## src/logic/urb_params.svh

```systemverilog
// urb_params.svh: offsets, field positions, reset values, timing counts
// assumes: included by the top module of the uart block and by the testbench
//
// Behaviour
// RULE1: break is start, twelve zeros, stop
// RULE2: break starts on tx write with break set
// RULE3: hardware clears break request after stop bit
// RULE4: software waits for shift empty first
// RULE5: break overrides all other transmitter activity
// RULE6: software never clears break request early
// RULE7: break raises no transmit interrupt
// RULE8: shift empty flag works during break
// RULE9: lin header is dummy write then sync
// RULE10: 16x mode majority of samples 7-9
// RULE11: 4x mode samples once at midpoint
// RULE12: recovery at 16x, shifter per bit
// RULE13: stop bit moves word into fifo
// RULE14: fifth word sets overrun, blocks fifo
// RULE15: clearing overrun empties receive fifo
// RULE16: low stop bit sets framing error
// RULE17: parity error for head word, not 9-bit
// RULE18: error flags stored with each word
// RULE19: errors raise error interrupt when enabled
// RULE20: receive interrupt per rx irq select
// RULE21: receiver idle bit is read only
// RULE22: data available while fifo not empty
// RULE23: parity select 11 means nine bits
// RULE24: clearing tx enable aborts transmitter
// RULE25: buffer read pops the head word
// RULE26: reset empties fifo, clears flags, break
`ifndef URB_PARAMS_SVH
`define URB_PARAMS_SVH

`define URB_OFS_MODE    12'h000
`define URB_OFS_STATUS  12'h004
`define URB_OFS_TXBUF   12'h008
`define URB_OFS_RXBUF   12'h00c
`define URB_OFS_BAUD    12'h010
`define URB_OFS_TXIRQ   12'h014

// mode register fields
`define URB_MODE_DATA_PARITY_SELECT_LO  1
`define URB_MODE_HSPEED    3
`define URB_MODE_ERRIE     4
// status/control register fields
`define URB_ST_RXDA        0
`define URB_ST_OVERRUN_ERROR        1
`define URB_ST_FRAMING_ERROR        2
`define URB_ST_PARITY_ERROR        3
`define URB_ST_RECEIVER_IDLE       4
`define URB_ST_RXISEL_LO   6
`define URB_ST_SHIFT_EMPTY_FLAG        8
`define URB_ST_TXBF        9
`define URB_ST_TXEN        10
`define URB_ST_BREAK_REQUEST_ALIAS       11

`define URB_BAUD_RST       16'h0000
`define URB_FIFO_DEPTH     3'h4
`define URB_BRK_ZEROS      4'hc
`define URB_OVS_16X        4'hf
`define URB_OVS_4X         4'h3
`define URB_MAJ_FIRST      4'h6
`define URB_MID_4X         4'h1

`endif

```

## src/logic/urb_pkg.sv

```systemverilog
// urb_pkg.sv: types shared by the uart receive / break transmit block
// assumes: urb_params.svh in the include path
package urb_pkg;
  typedef enum logic [1:0] {
    URB_RX_IDLE  = 2'b00,
    URB_RX_START = 2'b01,
    URB_RX_DATA  = 2'b10,
    URB_RX_STOP  = 2'b11
  } urb_rx_e;

  typedef enum logic [1:0] {
    URB_TX_IDLE  = 2'b00,
    URB_TX_START = 2'b01,
    URB_TX_DATA  = 2'b10,
    URB_TX_STOP  = 2'b11
  } urb_tx_e;

  // one fifo entry: data plus its own error flags
  typedef struct packed {
    logic       parity_error;
    logic       framing_error;
    logic [8:0] data;
  } urb_entry_s;
endpackage

```

## src/logic/urb_uart.sv

```systemverilog
// urb_uart.sv: uart receiver with break-capable transmitter, apb slave
// assumes: one clock, synchronous active-low reset, apb master on CLK
//
// Implementation choices: the register addresses and the APB slave port.
`timescale 1ns/100ps
`include "urb_params.svh"

module urb_uart
(
  input  wire logic        CLK,
  input  wire logic        NRST,
  input  wire logic        PSEL,
  input  wire logic        PENABLE,
  input  wire logic        PWRITE,
  input  wire logic [11:0] PADDR,
  input  wire logic [31:0] PWDATA,
  output logic [31:0]      PRDATA,
  output logic             PREADY,
  output logic             PSLVERR,
  input  wire logic        RX_IN,
  output logic             TX_OUT,
  output logic             TX_OE,
  output logic             RX_IRQ,
  output logic             ERR_IRQ,
  output logic             TX_IRQ
);

  // ----------------------------------------------------------------
  // functions
  // ----------------------------------------------------------------
  function automatic logic par_of(input logic [7:0] d, input logic [1:0] sel);
    begin
      par_of = (^d) ^ (sel == 2'b10);
    end
  endfunction

  // ----------------------------------------------------------------
  // apb decode
  // ----------------------------------------------------------------
  logic        wr;
  logic        rd;
  logic [1:0]  data_parity_select;
  logic        high_speed_select;
  logic        error_irq_enable;
  logic [1:0]  rx_irq_select;
  logic        transmit_enable;
  logic        break_request;
  logic        overrun_error;
  logic [15:0] baud;
  logic [15:0] baud_cnt;
  logic        tick;
  logic        mode_wr;
  logic        stat_wr;

  assign wr      = PSEL && PENABLE && PWRITE;
  assign rd      = PSEL && PENABLE && !PWRITE;
  assign PREADY  = 1'b1;
  assign mode_wr = wr && PADDR == `URB_OFS_MODE;
  assign stat_wr = wr && PADDR == `URB_OFS_STATUS;
  assign PSLVERR = PSEL && PENABLE && !(PADDR == `URB_OFS_MODE
                   || PADDR == `URB_OFS_STATUS || PADDR == `URB_OFS_TXBUF
                   || PADDR == `URB_OFS_RXBUF || PADDR == `URB_OFS_BAUD
                   || PADDR == `URB_OFS_TXIRQ);

  always_ff @(posedge CLK)
  begin
    if (!NRST)
    begin
      data_parity_select <= 2'b00;
      high_speed_select  <= 1'b0;
      error_irq_enable   <= 1'b0;
      baud               <= `URB_BAUD_RST;
    end
    else if (mode_wr)
    begin
      data_parity_select <= PWDATA[`URB_MODE_DATA_PARITY_SELECT_LO +: 2];
      high_speed_select  <= PWDATA[`URB_MODE_HSPEED];
      error_irq_enable   <= PWDATA[`URB_MODE_ERRIE];
    end
    else if (wr && PADDR == `URB_OFS_BAUD)
      baud <= PWDATA[15:0];
  end

  always_ff @(posedge CLK)
  begin
    if (!NRST)
      rx_irq_select <= 2'b00;
    else if (stat_wr)
      rx_irq_select <= PWDATA[`URB_ST_RXISEL_LO +: 2];
  end

  // sample clock: one tick every baud+1 cycles (16x or 4x bit rate)
  always_ff @(posedge CLK)
  begin
    if (!NRST)
      baud_cnt <= 16'h0000;
    else if (baud_cnt >= baud)
      baud_cnt <= 16'h0000;
    else
      baud_cnt <= baud_cnt + 16'h0001;
  end
  assign tick = (baud_cnt >= baud);

  // ----------------------------------------------------------------
  // receiver
  // ----------------------------------------------------------------
  urb_pkg::urb_rx_e   rx_st;
  logic [3:0]         os_cnt;
  logic [3:0]         os_last;
  logic [3:0]         bit_cnt;
  logic [3:0]         nbits;
  logic [1:0]         votes;
  logic [9:0]         receive_shift_reg;
  logic               bit_val;
  logic               bit_end;
  logic               word_done;
  logic               held;
  logic               do_push;
  logic               do_pop;
  logic               clr_overrun_error;
  logic               rx_parity_on;
  urb_pkg::urb_entry_s fifo [0:3];
  urb_pkg::urb_entry_s new_ent;
  logic [1:0]         wp;
  logic [1:0]         rp;
  logic [2:0]         cnt;
  logic [2:0]         next_cnt;

  // see RULE11 see RULE12
  assign os_last = high_speed_select ? `URB_OVS_4X : `URB_OVS_16X;
  assign bit_end = tick && os_cnt == os_last;
  // see RULE10
  assign bit_val = high_speed_select ? RX_IN
                   : (votes[1] || (votes[0] && RX_IN));
  assign rx_parity_on = data_parity_select == 2'b01
                     || data_parity_select == 2'b10;
  // see RULE23
  assign nbits = (data_parity_select == 2'b11 || rx_parity_on)
                 ? 4'h9 : 4'h8;

  // majority votes: count of highs at 7th and 8th edges
  always_ff @(posedge CLK)
  begin
    if (!NRST)
      votes <= 2'b00;
    else if (tick && os_cnt == `URB_MAJ_FIRST)
      votes <= {1'b0, RX_IN};
    else if (tick && os_cnt == `URB_MAJ_FIRST + 4'h1)
      votes <= {votes[0] & RX_IN, votes[0] ^ RX_IN};
  end

  logic samp;
  assign samp = tick && (high_speed_select ? os_cnt == `URB_MID_4X
                         : os_cnt == `URB_MAJ_FIRST + 4'h2);

  always_ff @(posedge CLK)
  begin
    if (!NRST || rx_st == urb_pkg::URB_RX_IDLE)
      os_cnt <= 4'h0;
    else if (bit_end)
      os_cnt <= 4'h0;
    else if (tick)
      os_cnt <= os_cnt + 4'h1;
  end

  always_ff @(posedge CLK)
  begin
    if (!NRST)
    begin
      rx_st             <= urb_pkg::URB_RX_IDLE;
      bit_cnt           <= 4'h0;
      receive_shift_reg <= 10'h000;
    end
    else
    begin
      case (rx_st)
        urb_pkg::URB_RX_IDLE:
          if (!RX_IN && !held)
            rx_st <= urb_pkg::URB_RX_START;
        urb_pkg::URB_RX_START:
          if (samp && bit_val)
            rx_st <= urb_pkg::URB_RX_IDLE;
          else if (bit_end)
          begin
            rx_st   <= urb_pkg::URB_RX_DATA;
            bit_cnt <= 4'h0;
          end
        urb_pkg::URB_RX_DATA:
        begin
          if (samp)
            receive_shift_reg <= {bit_val, receive_shift_reg[9:1]};
          if (bit_end)
          begin
            bit_cnt <= bit_cnt + 4'h1;
            if (bit_cnt == nbits - 4'h1)
              rx_st <= urb_pkg::URB_RX_STOP;
          end
        end
        urb_pkg::URB_RX_STOP:
          if (samp)
          begin
            // see RULE16
            receive_shift_reg <= {bit_val, receive_shift_reg[9:1]};
            rx_st <= urb_pkg::URB_RX_IDLE;
          end
        default:
          rx_st <= urb_pkg::URB_RX_IDLE;
      endcase
    end
  end

  assign word_done = rx_st == urb_pkg::URB_RX_STOP && samp;

  // word waiting in shifter after overrun; held until flag cleared
  always_ff @(posedge CLK)
  begin
    if (!NRST || clr_overrun_error)
      held <= 1'b0;
    else if (word_done && cnt == `URB_FIFO_DEPTH)
      held <= 1'b1;
  end

  // assemble entry from shifted bits (lsb first, last data or parity bit at top)
  logic [8:0] rx_word;
  always_comb
  begin
    rx_word = 9'h000;
    new_ent = '0;
    if (nbits == 4'h9)
      rx_word = receive_shift_reg[9:1];
    else
      rx_word = {1'b0, receive_shift_reg[9:2]};
    new_ent.data = (data_parity_select == 2'b11) ? rx_word
                   : {1'b0, rx_word[7:0]};
    new_ent.framing_error = !bit_val;
    // see RULE17
    new_ent.parity_error = rx_parity_on
                   && (par_of(rx_word[7:0], data_parity_select) != rx_word[8]);
  end

  // see RULE14
  always_ff @(posedge CLK)
  begin
    if (!NRST)
      overrun_error <= 1'b0;
    else if (word_done && cnt == `URB_FIFO_DEPTH)
      overrun_error <= 1'b1;
    else if (clr_overrun_error)
      overrun_error <= 1'b0;
  end

  assign clr_overrun_error = stat_wr && overrun_error && !PWDATA[`URB_ST_OVERRUN_ERROR];
  // see RULE13 see RULE14
  assign do_push  = word_done && cnt != `URB_FIFO_DEPTH && !overrun_error;
  // see RULE25
  assign do_pop   = rd && PADDR == `URB_OFS_RXBUF && cnt != 3'h0;

  always_comb
  begin
    next_cnt = cnt;
    if (do_push && !do_pop)
      next_cnt = cnt + 3'h1;
    else if (do_pop && !do_push)
      next_cnt = cnt - 3'h1;
  end

  // see RULE15 see RULE26
  always_ff @(posedge CLK)
  begin
    if (!NRST || clr_overrun_error)
    begin
      wp  <= 2'b00;
      rp  <= 2'b00;
      cnt <= 3'h0;
    end
    else
    begin
      cnt <= next_cnt;
      if (do_push)
        wp <= wp + 2'b01;
      if (do_pop)
        rp <= rp + 2'b01;
    end
  end

  // see RULE18
  always_ff @(posedge CLK)
  begin
    if (do_push)
      fifo[wp] <= new_ent;
  end

  urb_pkg::urb_entry_s head;
  assign head = (cnt != 3'h0) ? fifo[rp] : '0;

  // see RULE20
  always_ff @(posedge CLK)
  begin
    if (!NRST)
      RX_IRQ <= 1'b0;
    else
      RX_IRQ <= do_push && (!rx_irq_select[1]
                || (!rx_irq_select[0] && next_cnt >= 3'h3)
                || next_cnt == `URB_FIFO_DEPTH);
  end

  // see RULE19
  always_ff @(posedge CLK)
  begin
    if (!NRST)
      ERR_IRQ <= 1'b0;
    else
      ERR_IRQ <= error_irq_enable && ((word_done && cnt == `URB_FIFO_DEPTH
                 && !overrun_error) || (do_push && (new_ent.framing_error
                 || new_ent.parity_error)));
  end

  // ----------------------------------------------------------------
  // break transmitter
  // ----------------------------------------------------------------
  urb_pkg::urb_tx_e tx_st;
  logic [3:0]       tx_os;
  logic [3:0]       tx_bits;
  logic             tx_bit_end;
  logic             brk_go;

  assign tx_bit_end = tick && tx_os == os_last;
  // see RULE2
  assign brk_go = wr && PADDR == `URB_OFS_TXBUF && break_request
                  && transmit_enable && tx_st == urb_pkg::URB_TX_IDLE;

  always_ff @(posedge CLK)
  begin
    if (!NRST)
      transmit_enable <= 1'b0;
    else if (stat_wr)
      transmit_enable <= PWDATA[`URB_ST_TXEN];
  end

  // see RULE3 see RULE26
  always_ff @(posedge CLK)
  begin
    if (!NRST)
      break_request <= 1'b0;
    else if (tx_st == urb_pkg::URB_TX_STOP && tx_bit_end)
      break_request <= 1'b0;
    else if (stat_wr)
      break_request <= PWDATA[`URB_ST_BREAK_REQUEST_ALIAS];
  end

  // see RULE1 see RULE5 see RULE24
  always_ff @(posedge CLK)
  begin
    if (!NRST || !transmit_enable)
    begin
      tx_st   <= urb_pkg::URB_TX_IDLE;
      tx_os   <= 4'h0;
      tx_bits <= 4'h0;
    end
    else
    begin
      tx_os <= tx_bit_end ? 4'h0 : (tick && tx_st != urb_pkg::URB_TX_IDLE)
               ? tx_os + 4'h1 : tx_os;
      case (tx_st)
        urb_pkg::URB_TX_IDLE:
          if (brk_go)
          begin
            tx_st <= urb_pkg::URB_TX_START;
            tx_os <= 4'h0;
          end
        urb_pkg::URB_TX_START:
          if (tx_bit_end)
          begin
            tx_st   <= urb_pkg::URB_TX_DATA;
            tx_bits <= 4'h0;
          end
        urb_pkg::URB_TX_DATA:
          if (tx_bit_end)
          begin
            tx_bits <= tx_bits + 4'h1;
            if (tx_bits == `URB_BRK_ZEROS - 4'h1)
              tx_st <= urb_pkg::URB_TX_STOP;
          end
        urb_pkg::URB_TX_STOP:
          if (tx_bit_end)
            tx_st <= urb_pkg::URB_TX_IDLE;
        default:
          tx_st <= urb_pkg::URB_TX_IDLE;
      endcase
    end
  end

  assign TX_OE  = transmit_enable;
  // released pin idles high at once, before the state clears
  assign TX_OUT = !transmit_enable
                  || tx_st == urb_pkg::URB_TX_IDLE
                  || tx_st == urb_pkg::URB_TX_STOP;
  // see RULE7
  assign TX_IRQ = 1'b0;

  // ----------------------------------------------------------------
  // read data
  // ----------------------------------------------------------------
  always_ff @(posedge CLK)
  begin
    if (!NRST)
      PRDATA <= 32'h0000_0000;
    else if (PSEL && !PENABLE && !PWRITE)
    begin
      PRDATA <= 32'h0000_0000;
      case (PADDR)
        `URB_OFS_MODE:
          PRDATA <= {27'h0, error_irq_enable, high_speed_select,
                     data_parity_select, 1'b0};
        `URB_OFS_STATUS:
          // see RULE8 see RULE21 see RULE22
          PRDATA <= {20'h0, break_request, transmit_enable, 1'b0,
                     tx_st == urb_pkg::URB_TX_IDLE, rx_irq_select, 1'b0,
                     rx_st == urb_pkg::URB_RX_IDLE && !held, head.parity_error,
                     head.framing_error, overrun_error, cnt != 3'h0};
        `URB_OFS_RXBUF:
          PRDATA <= {23'h0, head.data};
        `URB_OFS_BAUD:
          PRDATA <= {16'h0, baud};
        default:
          PRDATA <= 32'h0000_0000;
      endcase
    end
  end

endmodule

```

## config.mk

```make
export PLATFORM = sky130hd
export DESIGN_NAME = urb_uart
export DESIGN_NICKNAME = d
export VERILOG_FILES = /design/src/logic/urb_pkg.sv /design/src/logic/urb_uart.sv
export VERILOG_INCLUDE_DIRS = /design/src /design/src/logic
export SDC_FILE = /design/constraint.sdc
export NUM_CORES = 1
export LEC_CHECK = 0
export BUFFER_PORTS_ARGS = -buffer_cell sky130_fd_sc_hd__buf_2
export CAP_MARGIN = 0
export CELL_PAD_IN_SITES_DETAIL_PLACEMENT = 0
export CELL_PAD_IN_SITES_GLOBAL_PLACEMENT = 1
export CORE_ASPECT_RATIO = 1.4
export CORE_UTILIZATION = 49
export DETAILED_ROUTE_END_ITERATION = 10
export PLACE_DENSITY_LB_ADDON = 0.1
export SLEW_MARGIN = 40
export SYNTH_ARGS = -nofsm -noshare
export SYNTH_HDL_FRONTEND = slang
export SYNTH_SLANG_ARGS = --single-unit
```

## constraint.sdc

```tcl
create_clock -name CLK -period 5.3 [get_ports CLK]
set_clock_uncertainty 0.2 [all_clocks]
set_input_delay 1.06 -clock CLK [delete_from_list [all_inputs] [get_ports CLK]]
set_output_delay 1.06 -clock CLK [all_outputs]
set_load 0.005 [all_outputs]
```

==> flow_summary.toml, run 1 <==
[status]
run_status = "completed"

[power]
p_int_uw = 1930
combinationalPowerShare_pct = 2.9
leakage_uw = 0.00294
ir_drop_v = 0.000195
powerDensity_nw_per_um2 = 315
seq_power_share_pct = 45.4
power.share.clock_pct = 51.8
p_sw_uw = 581
swShare_pct = 23.2

[critical_path]
r2r-start = "data_parity_select[1]"
timing.rr.end = "ERR_IRQ"
rrSetupSlack_ns = 1.94
end_kind = "flip-flop"
crit_fanout = 11
crit_type = "primary input to flip-flop"
path_cells = "buf_2 > nor4_2 > and4b_1 > and4_1 > nor3b_4 > and2b_1 > mux2i_1 > o31a_1 > a31oi_1"
cp.required_ns = 5.43
setup.worst_path.start = "PADDR[9]"
crit_end = "RX_IRQ"
r2r.worst_path.cells = 9
cp.arrival_ns = 3.61
cp_slowest_cell = "and4_1"
slowest_delay_ns = 0.55
worstSetupStartpointType = "primary input"

[cells_and_area]
drive_above_1_share_pct = 16.0
final_cells = 948
largest-register = "fifo"
areaGrowthSynthToFinish_pct = 14.4
diodes = 0
nNetsFinal = 837
largest_reg_flops = 44

[synthesis]
synth_edf_count = 44
synth_flop_cell = "dfxtp_1"
syn_area_per_cell_sq_um = 9.92
syn_area_sq_um = 6970
synth_seq_cells = 144
syn-instance-count = 702
netlist-cell-type-count = 67
yosys_warnings = 0
async_flop_share_pct = 0
seq_area_frac_synth_pct = 47.7

[clock_network]
clock_path_buffers = 2
root_buffer = "clkbuf_16"
cts_resized = 0
cts-buffers-inserted = 17
post_cts_buffers = 0
cts_sinks = 144
htreeDepth = 4
cts.clk_slew.worst_paths_ns = 0.06
cts_hold_buf = 0
insertion_delay_ns = 0.42
cts_tree = "done"

[global_route]
grt_use_total_pct = 23.5
grt_overflow = 0
grt_pass1_wl_mm = 25.6
antenna_found_initial = 0
grt_max_degree = 50
grt_pass1_vias = 5041

[floorplanning]
dieArea_sq_um = 14700
initial_core_util_pct = 50.1
io_pins = 89
rows = 51
die_h_um = 143
die_w_um = 103
core-area_sq_um = 13900

[drt]
routed_wl_mm = 16.0
drt_iter0_drc = 223
wl_per_cell_um = 16.9
drc_errors = 0
vias = 5140
first_pass_iters = 4
ant_nets = 0
via_per_inst = 5.42

[placed_design]
place_congestion = 0.803
placedCellCount = 916
pre_cts_slack_ns = 1.44
place.port_buffers = 54
place_hpwl_mm = 11.5

[timing]
maxSlewHeadroom_pct = 47.3
rsz0062_at_grt = "no"
timing.final.ws_setup_ns = 1.82
tns_ns = 0
fmax_mhz = 287
setup_viol = 0
slew_viol_final = 0
final_hold_viol_count = 0
period_needed_ns = 3.48
worst_pin_slew_ns = 0.788
timing.final.crit_share_pct = 65.7

[worst_hold_path]
hold_class = "flip-flop to flip-flop"

[flow_run]
max-cap-violations = 0
stage by stage:
step / area [sq um] / hold WS (ns) / util, % / power (uW)
2_1_floorplan: 7030 / 0.221 / - / 1210
3_3_place_gp: 7310 / 0.235 / 52.5 / 1230
3_5_place_dp: 7320 / 0.240 / 52.6 / 1230
4_1_cts: 7960 / 0.249 / 57.2 / 2530
5_1_grt: 7970 / 0.279 / 57.3 / 2590
6_report: 7970 / 0.247 / 57.3 / 2510
worst max-delay path, delay by kind of cell:
kind,cells,cell delay (ns)
muxes,1,0.07
and+or+nand+nor,5,1.92
buffers and inverters,1,0.10
AOI/OAI and AO/OA,2,0.46
synthesized netlist by cell type (6+ instances only):
library cell  number  area share, %
ha_1              37            6.6
nand3_1           24            1.7
edfxtp_1          44             19
inv_1             36            1.9
a31oi_1            7           0.63
clkbuf_1          18           0.97
xor2_1            14            1.8
a21oi_1           41            2.9
xnor2_1           18            2.3
and2_1             6           0.54
mux4_2            11            3.6
nor2_1            85            4.6
nand2_1           89            4.8
nor3_1            12           0.86
a211oi_1           7           0.75
mux2_2             7            1.1
o21ai_0           14            1.0
a221oi_1           7           0.88
buf_4             19            2.0
mux2i_1           19            2.7
dfxtp_1          100             29
power by group through the flow:
| stage | combinational [uW] | clock [uW] | sequential, uW |
|---|---|---|---|
| floorplan | 46.9 | 0 | 1160 |
| global placement | 69.0 | 0 | 1160 |
| detailed placement | 70.7 | 0 | 1160 |
| CTS | 71.0 | 1320 | 1140 |
| global route | 79.7 | 1370 | 1140 |
| finish | 71.6 | 1300 | 1140 |
layout make-up:
class | instances | area (sq um)
clock buffers | 17 | 425
clock inverters | 15 | 215
fillers | 1303 | 5940
inverters | 36 | 135
multi-input cells | 493 | 3340
flip-flops and latches | 144 | 3320
well taps | 185 | 231
repair buffers | 58 | 300
routing by layer:
| metal | part of all wire, % | global-route usage, % |
|---|---|---|
| met5 | 0 | 0 |
| met4 | 1.7 | 8.67 |
| met3 | 3.9 | 4.60 |
| met2 | 54 | 43.2 |
| met1 | 40 | 26.2 |
layout by cell type (no fill, tap or decap), drive strengths merged, types with 3 or more instances in the layout:
cell and instances:
a222oi 4, nor2 85, mux4 11, nand2b 4, a22oi 3, clkbuf 17
mux2 7, edfxtp 44, buf 58, nor3 12, a221oi 8, clkinv 3
nor3b 5, nor4 4, and2 7, bufinv 3, nand3b 3, conb 18
a31oi 8, nor2b 5, dfxtp 100, and3 4, inv 45, mux2i 19
or3 3, o21ai 14, ha 37, nand3 25, a211oi 7, xor2 14
a21oi 41, nand2 89, nand4 5, xnor2 18
worst min path at each step:
stage,start,to,slack (ns),cells after the start
CTS,PRDATA[13],PRDATA[13],0.25,2
detailed placement,PRDATA[13],PRDATA[13],0.24,2
global placement,PRDATA[15],PRDATA[15],0.24,2
global route,PRDATA[12],PRDATA[12],0.28,2
floorplan,overrun_error,ERR_IRQ,0.22,1
finish,PRDATA[13],PRDATA[13],0.25,2
logic make-up (layout without fill, tap and decap cells):
| family | after synthesis | after routing | share of synthesized area, % |
|---|---|---|---|
| buffers and inverters | 81 | 126 | 5.57 |
| and+or+nand+nor | 260 | 260 | 17.5 |
| other | 2 | 18 | 0.108 |
| xor gates and xnor gates | 33 | 33 | 4.35 |
| AOI/OAI and AO/OA | 106 | 106 | 10.4 |
| muxes | 37 | 37 | 7.42 |
| adders and majority gates | 39 | 39 | 6.93 |
| DFF | 144 | 144 | 47.7 |
No activity file was read; power rests on OpenSTA's default activity.
==> run 2, diff against run 1 <==
Settings changed: ABC_AREA set to 1, CORE_UTILIZATION 49 to 43.
Clock period 5.3 ns to 3.3 ns, I/O delays scaled along.
==> run 2 against run 1 <==
Via count rose by 13%. Largest power group unchanged. Utilization decreased by 6.5 points. Area after synthesis is 1.7% higher. Sequential power up 61%. Total power is 56% higher.
==> flow_summary.toml, run 2 <==
[critical_path]
cp.required_ns = 2.44
worstSetupStartpointType = "primary input"
crit_type = "primary input to output port"
cp.arrival_ns = 2.12
end_kind = "output port"
crit_fanout = 7

[floorplanning]
die_h_um = 154
core-area_sq_um = 16100
rows = 55
dieArea_sq_um = 17000
initial_core_util_pct = 44.0
die_w_um = 110
io_pins = 89

[clock_network]
cts_tree = "done"
cts_resized = 0
clock_path_buffers = 2
cts.clk_slew.worst_paths_ns = 0.05
post_cts_buffers = 0
htreeDepth = 4
cts_sinks = 144
cts-buffers-inserted = 17
cts_hold_buf = 0
insertion_delay_ns = 0.42
root_buffer = "clkbuf_16"

[global_route]
grt_pass1_wl_mm = 29.1
grt_max_degree = 35
antenna_found_initial = 0
grt_overflow = 0
grt_use_total_pct = 22.0
grt_pass1_vias = 5883

[placed_design]
placedCellCount = 1104
place.port_buffers = 54
place_congestion = 0.854
place_hpwl_mm = 14.1

[drt]
first_pass_iters = 5
ant_nets = 0
drt_iter0_drc = 316
via_per_inst = 5.13
vias = 5833
wl_per_cell_um = 15.8
drc_errors = 0
routed_wl_mm = 18.0

[synthesis]
yosysTopAreaCell = "dfxtp_1"
synth_commonest_cells = "nand2_1, inv_1, dfxtp_1"
synth_edf_count = 44
syn_area_sq_um = 7080
syn-instance-count = 858
seq_area_frac_synth_pct = 46.9
netlist-cell-type-count = 44
syn_area_per_cell_sq_um = 8.26
async_flop_share_pct = 0
synth_seq_cells = 144
yosysMostFrequentCell = "nand2_1"
yosys-top-cells-area = "dfxtp_1, edfxtp_1, nand2_1"
yosys_warnings = 0
synth_flop_cell = "dfxtp_1"
synth.top_cell.area_share_pct = 28.3

[power]
powerDensity_nw_per_um2 = 479
ir_drop_v = 0.000488
leakage_uw = 0.00323

[timing]
worst_pin_slew_ns = 0.651
slew_viol_final = 0
timing.final.crit_share_pct = 90.3
tns_ns = 0
period_needed_ns = 2.98
fmax_mhz = 336
final_hold_viol_count = 0
setup_viol = 0
rsz0062_at_grt = "no"
maxSlewHeadroom_pct = 56.6

[cells_and_area]
seq_area_sq_um = 3320
areaGrowthSynthToFinish_pct = 15.6
largest_reg_flops = 44
nFillCells = 1590
largest-register = "fifo"
final_common_cell = "nand2_1"
final_util_pct = 50.8
multiInputGateArea_sq_um = 3180
drive_above_1_share_pct = 12.4
final_cell_mix = "nand2_1, inv_1, dfxtp_1"
final_cells = 1137
nNetsFinal = 1011

[flow_run]
max-cap-violations = 0

[worst_hold_path]
hold_class = "flip-flop to flip-flop"

[status]
run_status = "completed"
run 2: path summary, 6_finish.rpt:
path / from / endpoint / slack, ns / cells past startpoint
hold reg to reg: receive_shift_reg[1] / receive_shift_reg[1] / 0.26 / 2
setup reg to reg: baud[3] / RX_IRQ / 0.51 / 20
hold / removal: receive_shift_reg[1] / receive_shift_reg[1] / 0.26 / 2
setup / recovery: PADDR[7] / PSLVERR / 0.32 / 10
run 2: final cells by class:
| type | instances | share of cell area [%] |
|---|---|---|
| sequential | 144 | 40.6 |
| multi-input combinational | 580 | 38.9 |
| clock buffer | 18 | 5.24 |
| timing repair buffer | 72 | 5.10 |
| inverter | 109 | 5.00 |
| tap | 199 | 3.04 |
| clock inverter | 14 | 2.09 |
| antenna | 1 | 0.0306 |
run 2: per-stage QoR:
step	area, sq um	total power [uW]	setup WS [ns]	hold slack (ns)
after CTS	8180	3970	0.318	0.264
final	8190	3920	0.320	0.258
after global placement	7580	2000	0.352	0.245
after global routing	8180	4060	0.203	0.276
after floorplan	7140	1960	0.742	0.208
after detailed placement	7580	2000	0.311	0.255
run 2: metal layers:
metal	wire length [um]	track usage [%]	up-vias
met3	643	4.89	32
met5	0	0	-
met1	6980	23.0	2707
met2	9700	40.8	102
li1	-	-	2992
met4	663	11.4	0
run 2: cell families (layout without fill, tap and decap cells):
logic type / Yosys count / count (layout) / share of synthesized area [%]
and+or+nand+nor: 306 / 306 / 19.2
AOI/OAI and AO/OA: 205 / 205 / 16.4
buffers and inverters: 150 / 213 / 9.04
DFF: 144 / 144 / 46.9
adders and majority gates: 37 / 37 / 6.54
xor gates and xnor gates: 14 / 14 / 1.73
other: 2 / 19 / 0.106
run 2: power by group:
part	internal (uW)	switching [uW]	total, uW
clock network	1250	715	1960
logic	46.7	83.7	130
registers	1820	8.31	1830
total	3120	807	3920
run 2: critical path: stages:
cell and delay, ns:
buf_2 0.10, nor2_1 0.18, nand2_1 0.13, nor2_4 0.20, inv_1 0.11, nor2_1 0.15, inv_1 0.15, nand4_1 0.21
nor4_1 0.09, buf_2 0.14
